<file path="config.mk">
export PLATFORM = sky130hd
export DESIGN_NAME = dqc_card_ctrl
export DESIGN_NICKNAME = d
export VERILOG_FILES = /design/src/dqc_pkg.sv /design/src/dqc_card_ctrl.sv /design/src/dqc_dac_mem.sv
export SDC_FILE = /design/constraint.sdc
export NUM_CORES = 1
export LEC_CHECK = 0
export BUFFER_PORTS_ARGS = -buffer_cell sky130_fd_sc_hd__buf_4
export CAP_MARGIN = 20
export CORE_ASPECT_RATIO = 1.25
export CORE_MARGIN = 2
export CORE_UTILIZATION = 35
export CTS_CLUSTER_DIAMETER = 50
export DETAILED_ROUTE_END_ITERATION = 12
export SETUP_SLACK_MARGIN = 0.5
export SLEW_MARGIN = 20
export SYNTH_ARGS = -nofsm -noshare
export SYNTH_HDL_FRONTEND = slang
export SYNTH_HIERARCHICAL = 1
export SYNTH_SLANG_ARGS = --single-unit
export TNS_END_PERCENT = 50
</file>
<file path="constraint.sdc">
create_clock -name core_clk_in -period 1.75 [get_ports core_clk_in]
set_clock_uncertainty 0.1 [all_clocks]
set_input_delay 0 -clock core_clk_in [delete_from_list [all_inputs] [get_ports core_clk_in]]
set_output_delay 0 -clock core_clk_in [all_outputs]
set_load 0.01 [all_outputs]
</file>
<file path="src/dqc_pkg.sv">
/*
  Package for the acquisition card control block: encodings, reset values,
  widths and the packed carriers shared by the top module and its memory.
  Assumes a single host clock domain; no bus, all controls are plain ports.
*/
`default_nettype none
package dqc_pkg;
  // Port widths
  localparam int DQC_DIO_W = 16;
  localparam int DQC_DAC_W = 12;
  localparam int DQC_CH_W = 4;
  localparam int DQC_RES_W = 16;
  // Result word field positions
  localparam int DQC_RES_CH_LSB = 0;
  localparam int DQC_RES_VAL_LSB = 4;
  // Channel limits per input wiring
  localparam logic [3:0] DQC_CH_MAX_SE = 4'hf;
  localparam logic [3:0] DQC_CH_MAX_DIFF = 4'h7;
  // Reset values
  localparam logic [3:0] DQC_CH_RST = 4'h0;
  localparam logic [15:0] DQC_DO_RST = 16'h0000;
  localparam logic [11:0] DQC_DAC_RST = 12'h000;
  // Gain codes
  typedef enum logic [2:0] {
    DQC_GAIN_HALF = 3'h0,
    DQC_GAIN_1 = 3'h1,
    DQC_GAIN_2 = 3'h2,
    DQC_GAIN_4 = 3'h3,
    DQC_GAIN_8 = 3'h4
  } dqc_gain_t;
  // Range setting: gain plus polarity (1 = unipolar)
  typedef struct packed {
    dqc_gain_t gain;
    logic unipolar;
  } dqc_range_t;
  localparam dqc_range_t DQC_RANGE_RST = '{gain: DQC_GAIN_1, unipolar: 1'b0};
  // Trigger and transfer mode codes 0..5
  localparam logic [2:0] DQC_MODE_SW_POLL = 3'h0;
  localparam logic [2:0] DQC_MODE_TMR_IRQ = 3'h1;
  localparam logic [2:0] DQC_MODE_TMR_BM = 3'h2;
  localparam logic [2:0] DQC_MODE_EXT_POLL = 3'h3;
  localparam logic [2:0] DQC_MODE_EXT_IRQ = 3'h4;
  localparam logic [2:0] DQC_MODE_EXT_BM = 3'h5;
  localparam logic [2:0] DQC_MODE_RST = DQC_MODE_SW_POLL;
  // Converter handshake states
  typedef enum logic [1:0] {DQC_IDLE, DQC_CONV} dqc_state_t;
  // Completed conversion as delivered to the host side
  typedef struct packed {
    logic [11:0] value;
    logic [3:0] chan;
  } dqc_result_t;
endpackage
`default_nettype wire
</file>
<file path="src/dqc_card_ctrl.sv">
/*
  Control logic of the acquisition card: digital ports, two D/A codes,
  channel and range selection, trigger/transfer mode and channel autoscan.
  Assumes the host writes through one-cycle strobes, the analog converter
  answers each start with a done pulse and its 12-bit value, and all pins
  are synchronous to core_clk_in.
*/
//
// Behaviour
// - Sixteen input lines read as one word
// - Bit read returns selected input line only
// - Output port follows host written word
// - Two independent twelve bit D/A registers
// - D/A writes keep low twelve bits only
// - Channel range 0-15 single, 0-7 differential
// - Channel register resets to channel zero
// - Range selects gain and polarity
// - Range resets to gain one bipolar
// - Mode picks one of six trigger/transfer pairs
// - Mode resets to software trigger, polling
// - Bus-master modes enable bus-master transfer
// - Interrupt modes flag each finished conversion
// - Autoscan counts down to zero, reloads start
// - Without autoscan channel stays fixed
// - Software trigger pulses one conversion start
// - Ready bit low while result available
// - Result word: channel low, value high
`default_nettype none
module dqc_card_ctrl
  import dqc_pkg::*;
(
  input wire logic core_clk_in,
  input wire logic srst_in,
  input wire logic [15:0] di_pins_in,
  input wire logic [3:0] di_bit_sel_in,
  input wire logic do_wr_in,
  input wire logic [15:0] do_data_in,
  input wire logic dac_wr_in,
  input wire logic dac_sel_in,
  input wire logic [15:0] dac_data_in,
  input wire logic diff_mode_in,
  input wire logic ch_wr_in,
  input wire logic [3:0] ch_data_in,
  input wire logic range_wr_in,
  input wire dqc_range_t range_data_in,
  input wire logic mode_wr_in,
  input wire logic [2:0] mode_data_in,
  input wire logic autoscan_in,
  input wire logic soft_trig_in,
  input wire logic timer_tick_in,
  input wire logic ext_trig_in,
  input wire logic adc_done_in,
  input wire logic [11:0] adc_value_in,
  input wire logic result_rd_in,
  output logic [15:0] di_word_out,
  output logic di_bit_out,
  output logic [15:0] do_pins_out,
  output logic [11:0] dac_first_channel_out,
  output logic [11:0] dac_second_channel_out,
  output logic [3:0] ch_reg_out,
  output logic [3:0] adc_mux_out,
  output dqc_range_t range_out,
  output logic [2:0] mode_out,
  output logic mode_err_out,
  output logic adc_start_out,
  output logic ready_n_out,
  output dqc_result_t result_out,
  output logic conv_irq_out,
  output logic bm_enable_out,
  output logic bm_push_out
);
  // Whole state of the control block
  typedef struct packed {
    logic [15:0] di_word;
    logic di_bit;
    logic [15:0] do_pins;
    logic [3:0] ch;
    logic [3:0] scan;
    dqc_range_t range;
    logic [2:0] mode;
    logic mode_err;
    dqc_state_t state;
    logic start;
    logic ready_n;
    dqc_result_t result;
    logic irq;
    logic bm_en;
    logic bm_push;
  } dqc_st_t;
  dqc_st_t st_r;
  dqc_st_t st_nxt;
  logic trig; // Trigger chosen by current mode
  logic [3:0] ch_lim; // Highest legal channel for wiring

  // Mode decode used in several places
  function automatic logic mode_is_bm(input logic [2:0] m);
    return (m == DQC_MODE_TMR_BM) || (m == DQC_MODE_EXT_BM);
  endfunction
  function automatic logic mode_is_irq(input logic [2:0] m);
    return (m == DQC_MODE_TMR_IRQ) || (m == DQC_MODE_EXT_IRQ);
  endfunction

  // D/A codes live in their own store; upper bits dropped here
  dqc_dac_mem #(.W(DQC_DAC_W)) u_dac (
    .core_clk_in(core_clk_in),
    .srst_in(srst_in),
    .wr_en_in(dac_wr_in),
    .wr_sel_in(dac_sel_in),
    .wr_data_in(dac_data_in[11:0]),
    .first_out(dac_first_channel_out),
    .second_out(dac_second_channel_out)
  );

  // Trigger source selection by mode
  always_comb
  begin
    case (st_r.mode)
      DQC_MODE_SW_POLL: trig = soft_trig_in;
      DQC_MODE_TMR_IRQ, DQC_MODE_TMR_BM: trig = timer_tick_in;
      DQC_MODE_EXT_POLL, DQC_MODE_EXT_IRQ, DQC_MODE_EXT_BM: trig = ext_trig_in;
      default: trig = 1'b0;
    endcase
    ch_lim = diff_mode_in ? DQC_CH_MAX_DIFF : DQC_CH_MAX_SE;
  end

  // Next-state logic for every register of the block
  always_comb
  begin
    st_nxt = st_r;
    st_nxt.start = 1'b0;
    st_nxt.bm_push = 1'b0;
    st_nxt.di_word = di_pins_in;
    st_nxt.di_bit = di_pins_in[di_bit_sel_in];
    if (do_wr_in)
    begin
      st_nxt.do_pins = do_data_in;
    end
    // Out-of-range channels are clipped; host is expected not to send them
    if (ch_wr_in)
    begin
      st_nxt.ch = (ch_data_in > ch_lim) ? ch_lim : ch_data_in;
      st_nxt.scan = st_nxt.ch;
    end
    if (range_wr_in)
    begin
      st_nxt.range = range_data_in;
    end
    // Reserved mode codes leave the mode alone and raise a sticky error
    if (mode_wr_in)
    begin
      if (mode_data_in > DQC_MODE_EXT_BM)
      begin
        st_nxt.mode_err = 1'b1;
      end
      else
      begin
        st_nxt.mode = mode_data_in;
        st_nxt.mode_err = 1'b0;
      end
    end
    st_nxt.bm_en = mode_is_bm(st_nxt.mode);
    if (!autoscan_in && !ch_wr_in)
    begin
      st_nxt.scan = st_r.ch;
    end
    // Reading the result releases the ready bit and the interrupt
    if (result_rd_in)
    begin
      st_nxt.ready_n = 1'b1;
      st_nxt.irq = 1'b0;
    end
    case (st_r.state)
      DQC_IDLE:
      begin
        if (trig)
        begin
          st_nxt.start = 1'b1;
          st_nxt.state = DQC_CONV;
        end
      end
      DQC_CONV:
      begin
        // Completion beats a same-cycle read so no result is lost
        if (adc_done_in)
        begin
          st_nxt.state = DQC_IDLE;
          st_nxt.result.value = adc_value_in;
          st_nxt.result.chan = st_r.scan;
          st_nxt.ready_n = 1'b0;
          st_nxt.irq = mode_is_irq(st_r.mode);
          st_nxt.bm_push = st_r.bm_en;
          if (autoscan_in && !ch_wr_in)
          begin
            st_nxt.scan = (st_r.scan == 4'h0) ? st_r.ch : st_r.scan - 4'h1;
          end
        end
      end
      default: st_nxt.state = DQC_IDLE;
    endcase
  end

  // Register the state; reset gives channel 0, +/-5 V, soft/poll mode
  always_ff @(posedge core_clk_in)
  begin
    if (srst_in)
    begin
      st_r <= '0;
      st_r.do_pins <= DQC_DO_RST;
      st_r.ch <= DQC_CH_RST;
      st_r.scan <= DQC_CH_RST;
      st_r.range <= DQC_RANGE_RST;
      st_r.mode <= DQC_MODE_RST;
      st_r.state <= DQC_IDLE;
      st_r.ready_n <= 1'b1;
    end
    else
    begin
      st_r <= st_nxt;
    end
  end

  assign di_word_out = st_r.di_word;
  assign di_bit_out = st_r.di_bit;
  assign do_pins_out = st_r.do_pins;
  assign ch_reg_out = st_r.ch;
  assign adc_mux_out = st_r.scan;
  assign range_out = st_r.range;
  assign mode_out = st_r.mode;
  assign mode_err_out = st_r.mode_err;
  assign adc_start_out = st_r.start;
  assign ready_n_out = st_r.ready_n;
  assign result_out = st_r.result;
  assign conv_irq_out = st_r.irq;
  assign bm_enable_out = st_r.bm_en;
  assign bm_push_out = st_r.bm_push;
endmodule
`default_nettype wire

</file>
<file path="src/dqc_dac_mem.sv">
/*
  Two-word store for the D/A channel codes, with registered read data.
  Assumes writes and reads are on the same clock; index 0 is the first
  converter, index 1 the second.
*/
`default_nettype none
module dqc_dac_mem
  import dqc_pkg::*;
#(
  parameter int W = DQC_DAC_W
)(
  input wire logic core_clk_in,
  input wire logic srst_in,
  input wire logic wr_en_in,
  input wire logic wr_sel_in,
  input wire logic [W-1:0] wr_data_in,
  output logic [W-1:0] first_out,
  output logic [W-1:0] second_out
);
  // Whole state of the store
  typedef struct packed {
    logic [1:0][W-1:0] word;
  } dqc_mem_st_t;
  dqc_mem_st_t st_r;
  dqc_mem_st_t st_nxt;

  // Write one word; the other keeps its code
  always_comb
  begin
    st_nxt = st_r;
    if (wr_en_in)
    begin
      st_nxt.word[wr_sel_in] = wr_data_in;
    end
  end

  // Register the store
  always_ff @(posedge core_clk_in)
  begin
    if (srst_in)
    begin
      st_r <= '0;
    end
    else
    begin
      st_r <= st_nxt;
    end
  end

  assign first_out = st_r.word[0];
  assign second_out = st_r.word[1];
endmodule
`default_nettype wire

</file>
# --- After elaboration in Yosys (flattened, before gate mapping) ---
# Index checks and enable logic that the tools add are counted.
# Widths: inputs -> output; s select.
op_classes:
  addsub: 1
  magnitude_cmp: 5
  n_eq_ne: 10
  mux: 24
  bitwise_logic: 3
  n_reduce_logical: 16
op_table:
  columns: ["op", "n"]
  rows:
  - ["$mux 18", 2]
  - ["$mux 4", 9]
  - ["$bwmux 24", 1]
  - ["$demux 12 s1", 1]
  - ["$mux 12", 1]
  - ["$eq 3x2->1 const B", 3]
  - ["$eq 3x3->1 const B", 3]
  - ["$mux 3", 2]
  - ["$reduce_or 3->1", 2]
  - ["$lt 4x5->1 const B", 1]
  - ["$bmux 1 s4", 1]
  - ["$gt 4x4->1", 1]
  - ["$logic_not 4->1", 1]
  - ["$mux 1", 4]
  - ["$ne 2x2->1 const B", 2]
  - ["$pmux 2 s2", 1]
  - ["$reduce_and 2->1", 2]
  - ["$reduce_or 2->1", 2]
  - ["$sub 4x1->4 const B", 1]
  - ["$eq 3x1->1 const B", 1]
  - ["$gt 3x3->1 const B", 1]
  - ["$logic_and 1x1->1", 3]
  - ["$logic_not 3->1", 1]
  - ["$not 1->1", 3]
  - ["8 further kinds", 10]
word_totals:
  regBits: 96
  input_bits: 90
  output_inout_bits: 94
  word_cells: 78

# --- Depth between registers and ports, before layout ---
logic_depth:
  depth_word: 8
  depth_mapped: 6
  mapped_depth_nobuf: 6

# --- Modules after synthesis ---
# The synthesis kept the hierarchy.
modules_own_cells:
  columns: ["mod", "instances", "cells_per_inst", "area_per_inst_um2", "seq_area_each_um2"]
  rows:
  - ["dqc_card_ctrl", 1, 359, 3221.8, 1421.4]
  - ["dqc_dac_mem", 1, 93, 1004.7, 480.5]

# --- Worst setup path before layout ---
# Ideal clock, no wire load.
synth_path:
  path_kind: "reg2reg"
  from: "register st_r, in the netlist adc_mux_out[0]"
  to: "register st_r, in the netlist adc_mux_out[1]"
  setup_time_ps: 92
  t_arrival_ps: 1395
  t_required_ps: 1558
  slack_ps: 163
  stages_incl_launch_ff: 7
  n_path_buf: 0
  period_less_slack_ps: 1587
  cell_sequence: "dfxtp_1 -> inv_1 -> ha_1 -> nor3b_1 -> mux2i_1 -> nor2_1 -> nor4_1"
synth_between:
  elab_chain_cells: 5
  elab_cells_between_ends: 6
  cone_classes: "add/sub (1); mux (4); reduce/logical (1)"
synth_rtl:
  columns: ["element", "line_no", "source"]
  rows:
  - ["from (decl)", "dqc_card_ctrl.sv:90", "dqc_st_t st_r;"]
  - ["from (signal assigned)", "dqc_card_ctrl.sv:218", "st_r <= st_nxt;"]
  - ["$sub 4x1->4 / $logic_not 4->1 (equally long branches)", "dqc_card_ctrl.sv:194", "st_nxt.scan = (st_r.scan == 4'h0) ? st_r.ch : st_r.scan - 4'h1;"]
  - ["$mux 4 (*)", "dqc_card_ctrl.sv:194", null]
  - ["$mux 4 (*)", "dqc_card_ctrl.sv:192", "if (autoscan_in && !ch_wr_in)"]
  - ["$mux 4 (*)", "dqc_card_ctrl.sv:184", "if (adc_done_in)"]
  - ["$mux 4 (*)", "dqc_card_ctrl.sv:172", "case (st_r.state)"]
# Every way passes the cells marked *; elsewhere a longest branch is shown, timed or not.
# A chain may end at the register's enable or synchronous reset.

# --- Worst setup path after layout ---
layout_path:
  from: "register st_r, in the netlist adc_mux_out[1]"
  to: "register st_r, in the netlist adc_mux_out[0]"
layout_between:
  elab_chain_cells: 5
layout_rtl:
  columns: ["element", "line_no"]
  rows:
  - ["$logic_not 4->1", "dqc_card_ctrl.sv:194"]
  - ["$mux 4", "dqc_card_ctrl.sv:194"]
  - ["$mux 4", "dqc_card_ctrl.sv:192"]
  - ["$mux 4", "dqc_card_ctrl.sv:184"]
  - ["$mux 4", "dqc_card_ctrl.sv:172"]
# No other way between the ends.

==> impl_metrics.csv <==
group,metric,value,unit
run_status,outcome,"completed",
synth,ys.warnings.count,6,
worst_setup_path,crit_end,"adc_mux_out[0]",
placement,gp_congestion,0.8265,
drt,wl,10970,microns
timing,period_needed,1429,ps
timing,final_max_slew_viol_count,0,
placement,hpwl,7299,microns
power_and_ir_drop,ir_drop,479.2,uV
global_route,antenna_found_initial,0,
drt,num_vias,3718,
global_route,grt_pass1_wl,17480,microns
worst_setup_path,start_kind,"flip-flop",
die,die-area,0.01298,sq mm
timing,tightest_slew,658.6,ps
global_route,grt_pass1_vias,3696,
power_and_ir_drop,cellPowerDensity,875.8,mW/mm^2
drt,drtAntennaViolNets,0,
global_route,grt-ovfl-total,0,
placement,dpl_cell_area,0.005274,sq mm
power_and_ir_drop,p_total,5.755,mW
worst_setup_path,worstPathCellList,"inv_2 > ha_4 > nor3b_4 > buf_4 > nor2_1 > a211oi_2 > nor4_1",
die,die_h,126.9,microns
timing,slew_headroom,56.10,%
power_and_ir_drop,p_leak,3.001,nW
drt,drt-pass1-iter-count,5,
drt,drt_iter0_drc,161,
timing,whs,15.99,ps
timing,finalSetupTns,0,ps
synth,synth_area_leaders,"dfxtp_1 (45%), mux2i_1 (12%), buf_4 (11%)",
timing,rsz0062_at_grt,"true",
drt,wl_per_cell,13.44,microns
timing,fmax,699.6,MHz
drt,viasPerCell,4.556,
global_route,track_usage,16.92,%
cts,clk_latency,330,ps
synth,syn_inst,452,
synth,ys_ff_latch,95,
synth,synth_area_leader_cell,"dfxtp_1",
worst_setup_path,crit_type,"flip-flop to flip-flop",
die,rows,44,
cts,h-tree-depth,3,
power_and_ir_drop,p_int,4.462,mW
synth,synth_edf_count,0,
timing,finalCritPeriodShare,81.69,%
power_and_ir_drop,swShare,22.48,%
cells_and_area,design_area,0.006571,sq mm
global_route,grt_max_degree,64,
worst_setup_path,crit_start,"adc_mux_out[1]",
placement,io_buffers,179,
worst_setup_path,max_stage_delay,330,ps
power_and_ir_drop,combPwrFrac,17.3,%
worst_setup_path,worstPathMaxFanout,4,
cts,cts.sinks,95,
worst_setup_path,r2r_setup_slack,320,ps
power_and_ir_drop,seqPwrFrac,41.2,%
synth,avgSynthCellArea,9.351,sq um
cells_and_area,nFillCells,1079,
cells_and_area,diodes,0,
cts,cts_buffers,9,
cells_and_area,drive_gt1_share,35.27,%
synth,async_flop_share,0,%
synth,synth_fp_nets,544,
die,dieWidth,102.3,microns
synth,synth_top_area_share,45.00,%
die,top_level_ports,184,
cells_and_area,nNetsFinal,742,
synth,synth_cell_types,42,
power_and_ir_drop,switchingPower,1.294,mW
cts,clock-root-buffer,"clkbuf_16",
worst_setup_path,r2r-end,"adc_mux_out[0]",
die,initial_utilization,36.04,%
worst_setup_path,critPathCaptureType,"flip-flop",
drt,drc_errors,0,
cts,clk_path_buf_depth,2,
timing,hold_viol,0,
worst_setup_path,cp_slowest_cell,"dfxtp_2",
synth,syn_area,0.004227,sq mm
cts,cts_tree,"done",
die,core,0.01173,sq mm
timing,setup_viol,0,
worst_setup_path,r2r-start,"adc_mux_out[1]",
synth,yosys_most_used_dff,"dfxtp_1",
worst_setup_path,reg2regPathDepth,7,
synth,seq_area_frac_synth,45.00,%
cells_and_area,syn2layout_area_growth,55.48,%
cts,path_clk_slew,70,ps
worst_setup_path,cp.required,1840,ps
worst_hold_path,worst_hold_path_type,"primary input to flip-flop",
cells_and_area,postLayoutCoreUtil,56.04,%
power_and_ir_drop,power_frac_clock,41.5,%
job,cap_violations,0,
worst_setup_path,arrival,1520,ps
-- sequential cells by signal (all words and copies together) (netlist names), 3 cells and up --
signal            count
result_out           16
do_pins_out          16
range_out             4
mode_out              3
ch_reg_out            4
u_dac/second_out     12
adc_mux_out           4
di_word_out          16
u_dac/first_out      12
-- cells in the final DEF, fill, tap and decap left out, types with 2 or more instances in the layout --
cell / count
dfxtp_2: 5
or3_1: 2
nor3_1: 5
a211oi_2: 3
nand3b_1: 3
o21ai_1: 2
nand3_1: 3
buf_4: 190
mux4_2: 2
a211o_1: 2
dfxtp_1: 89
nand2_1: 37
nor2_1: 39
nor3b_1: 4
bufinv_16: 4
nand2b_1: 38
dlymetal6s4s_1: 3
inv_1: 4
clkbuf_16: 9
a31oi_1: 4
nor2b_1: 20
nor2b_2: 2
dlygate4sd3_1: 77
inv_2: 2
nor4_1: 2
mux2i_1: 50
a21oi_1: 22
a211oi_1: 3
-- cell type report --
type | instances | area (sq um) | share of cell area (%)
clock buffers | 11 | 242.7 | 3.694
clock inverters | 5 | 128.9 | 1.961
inverters | 6 | 22.52 | 0.3427
multi-input cells | 266 | 1798 | 27.36
flip-flops and latches | 95 | 1912 | 29.09
well taps | 161 | 201.4 | 3.065
repair buffers | 272 | 2266 | 34.48
-- metal layers --
| metal | track usage [%] | vias up | wire (microns) |
|---|---|---|---|
| met4 | 8.078 | 0 | 246 |
| met2 | 28.52 | 133 | 5540 |
| met1 | 20.15 | 1733 | 4501 |
| met3 | 3.747 | 19 | 678 |
| met5 | 0 | - | 0 |
| li1 | - | 1833 | - |
-- logic make-up (layout without fill, tap and decap cells) --
group	Yosys count	after routing	share of synthesized area (%)
mux	54	54	13.41
simple gates	165	165	20.19
buf+inv	91	294	14.15
flops	95	95	45.00
xor+xnor	1	1	0.2073
fa+ha+maj	2	2	0.5920
compound gates	44	44	6.454
-- worst max-delay path, delay by kind of cell (launching register included) --
family,cells,cell delay [ps]
AOI/OAI and AO/OA,1,130
adders and majority gates,1,140
buffers and inverters,2,230
DFF,1,330
and+or+nand+nor,3,360
-- worst min-delay path by stage --
stage / start / end / slack (ps) / cells past startpoint
2_1_floorplan: range_data_in[1] / range_out[1] / 20 / 1
3_3_place_gp: range_data_in[1] / range_out[1] / 110 / 2
3_5_place_dp: range_data_in[1] / range_out[1] / 110 / 2
4_1_cts: mode_data_in[2] / mode_err_out / -150 / 3
5_1_grt: do_wr_in / do_pins_out[2] / 20 / 3
6_report: do_wr_in / do_pins_out[6] / 20 / 3
-- power by group through the flow --
stage	sequential (mW)	clock [mW]	combinational, mW
final	2.37	2.39	0.998
after global routing	2.39	2.55	1.09
after CTS	2.37	2.47	0.971
after detailed placement	2.42	0	0.802
after global placement	2.41	0	0.792
after floorplan	2.42	0	0.484
-- synth_stat cells, types with 2 or more instances --
library cell and n:
mux2i_1 51, buf_1 2, o21ai_0 2, nand3_1 3, and2_1 2, clkbuf_1 14
nor2_1 39, a31oi_1 4, nand3b_1 3, nand2_1 38, a211o_1 2, nor4_1 3
ha_1 2, buf_2 4, buf_6 2, or3_1 2, buf_4 63, a211oi_1 6
a21oi_1 22, mux4_2 2, nor2b_1 21, nand2b_1 38, nor3b_1 5, dfxtp_1 95
inv_1 6, nor3_1 5
-- what timing repair did --
| item | in CTS | in global routing |
|---|---|---|
| pin swaps | 3 | 4 |
| endpoints found under the hold margin | 90 | 3 |
| hold buffers | 79 | 1 |
| resized for setup | 6 | 13 |
| setup buffers | 5 | 3 |
| endpoints found under the setup margin | 9 | 24 |
-- through the flow --
stage / worst slack (ps) / std cells
3_3_place_gp: 346.5 / 712
5_1_grt: 224.4 / 816
4_1_cts: 345.4 / 812
2_1_floorplan: 444.6 / 452
3_5_place_dp: 323.9 / 712
6_report: 320.5 / 816
(Power assumes the default switching activity.)
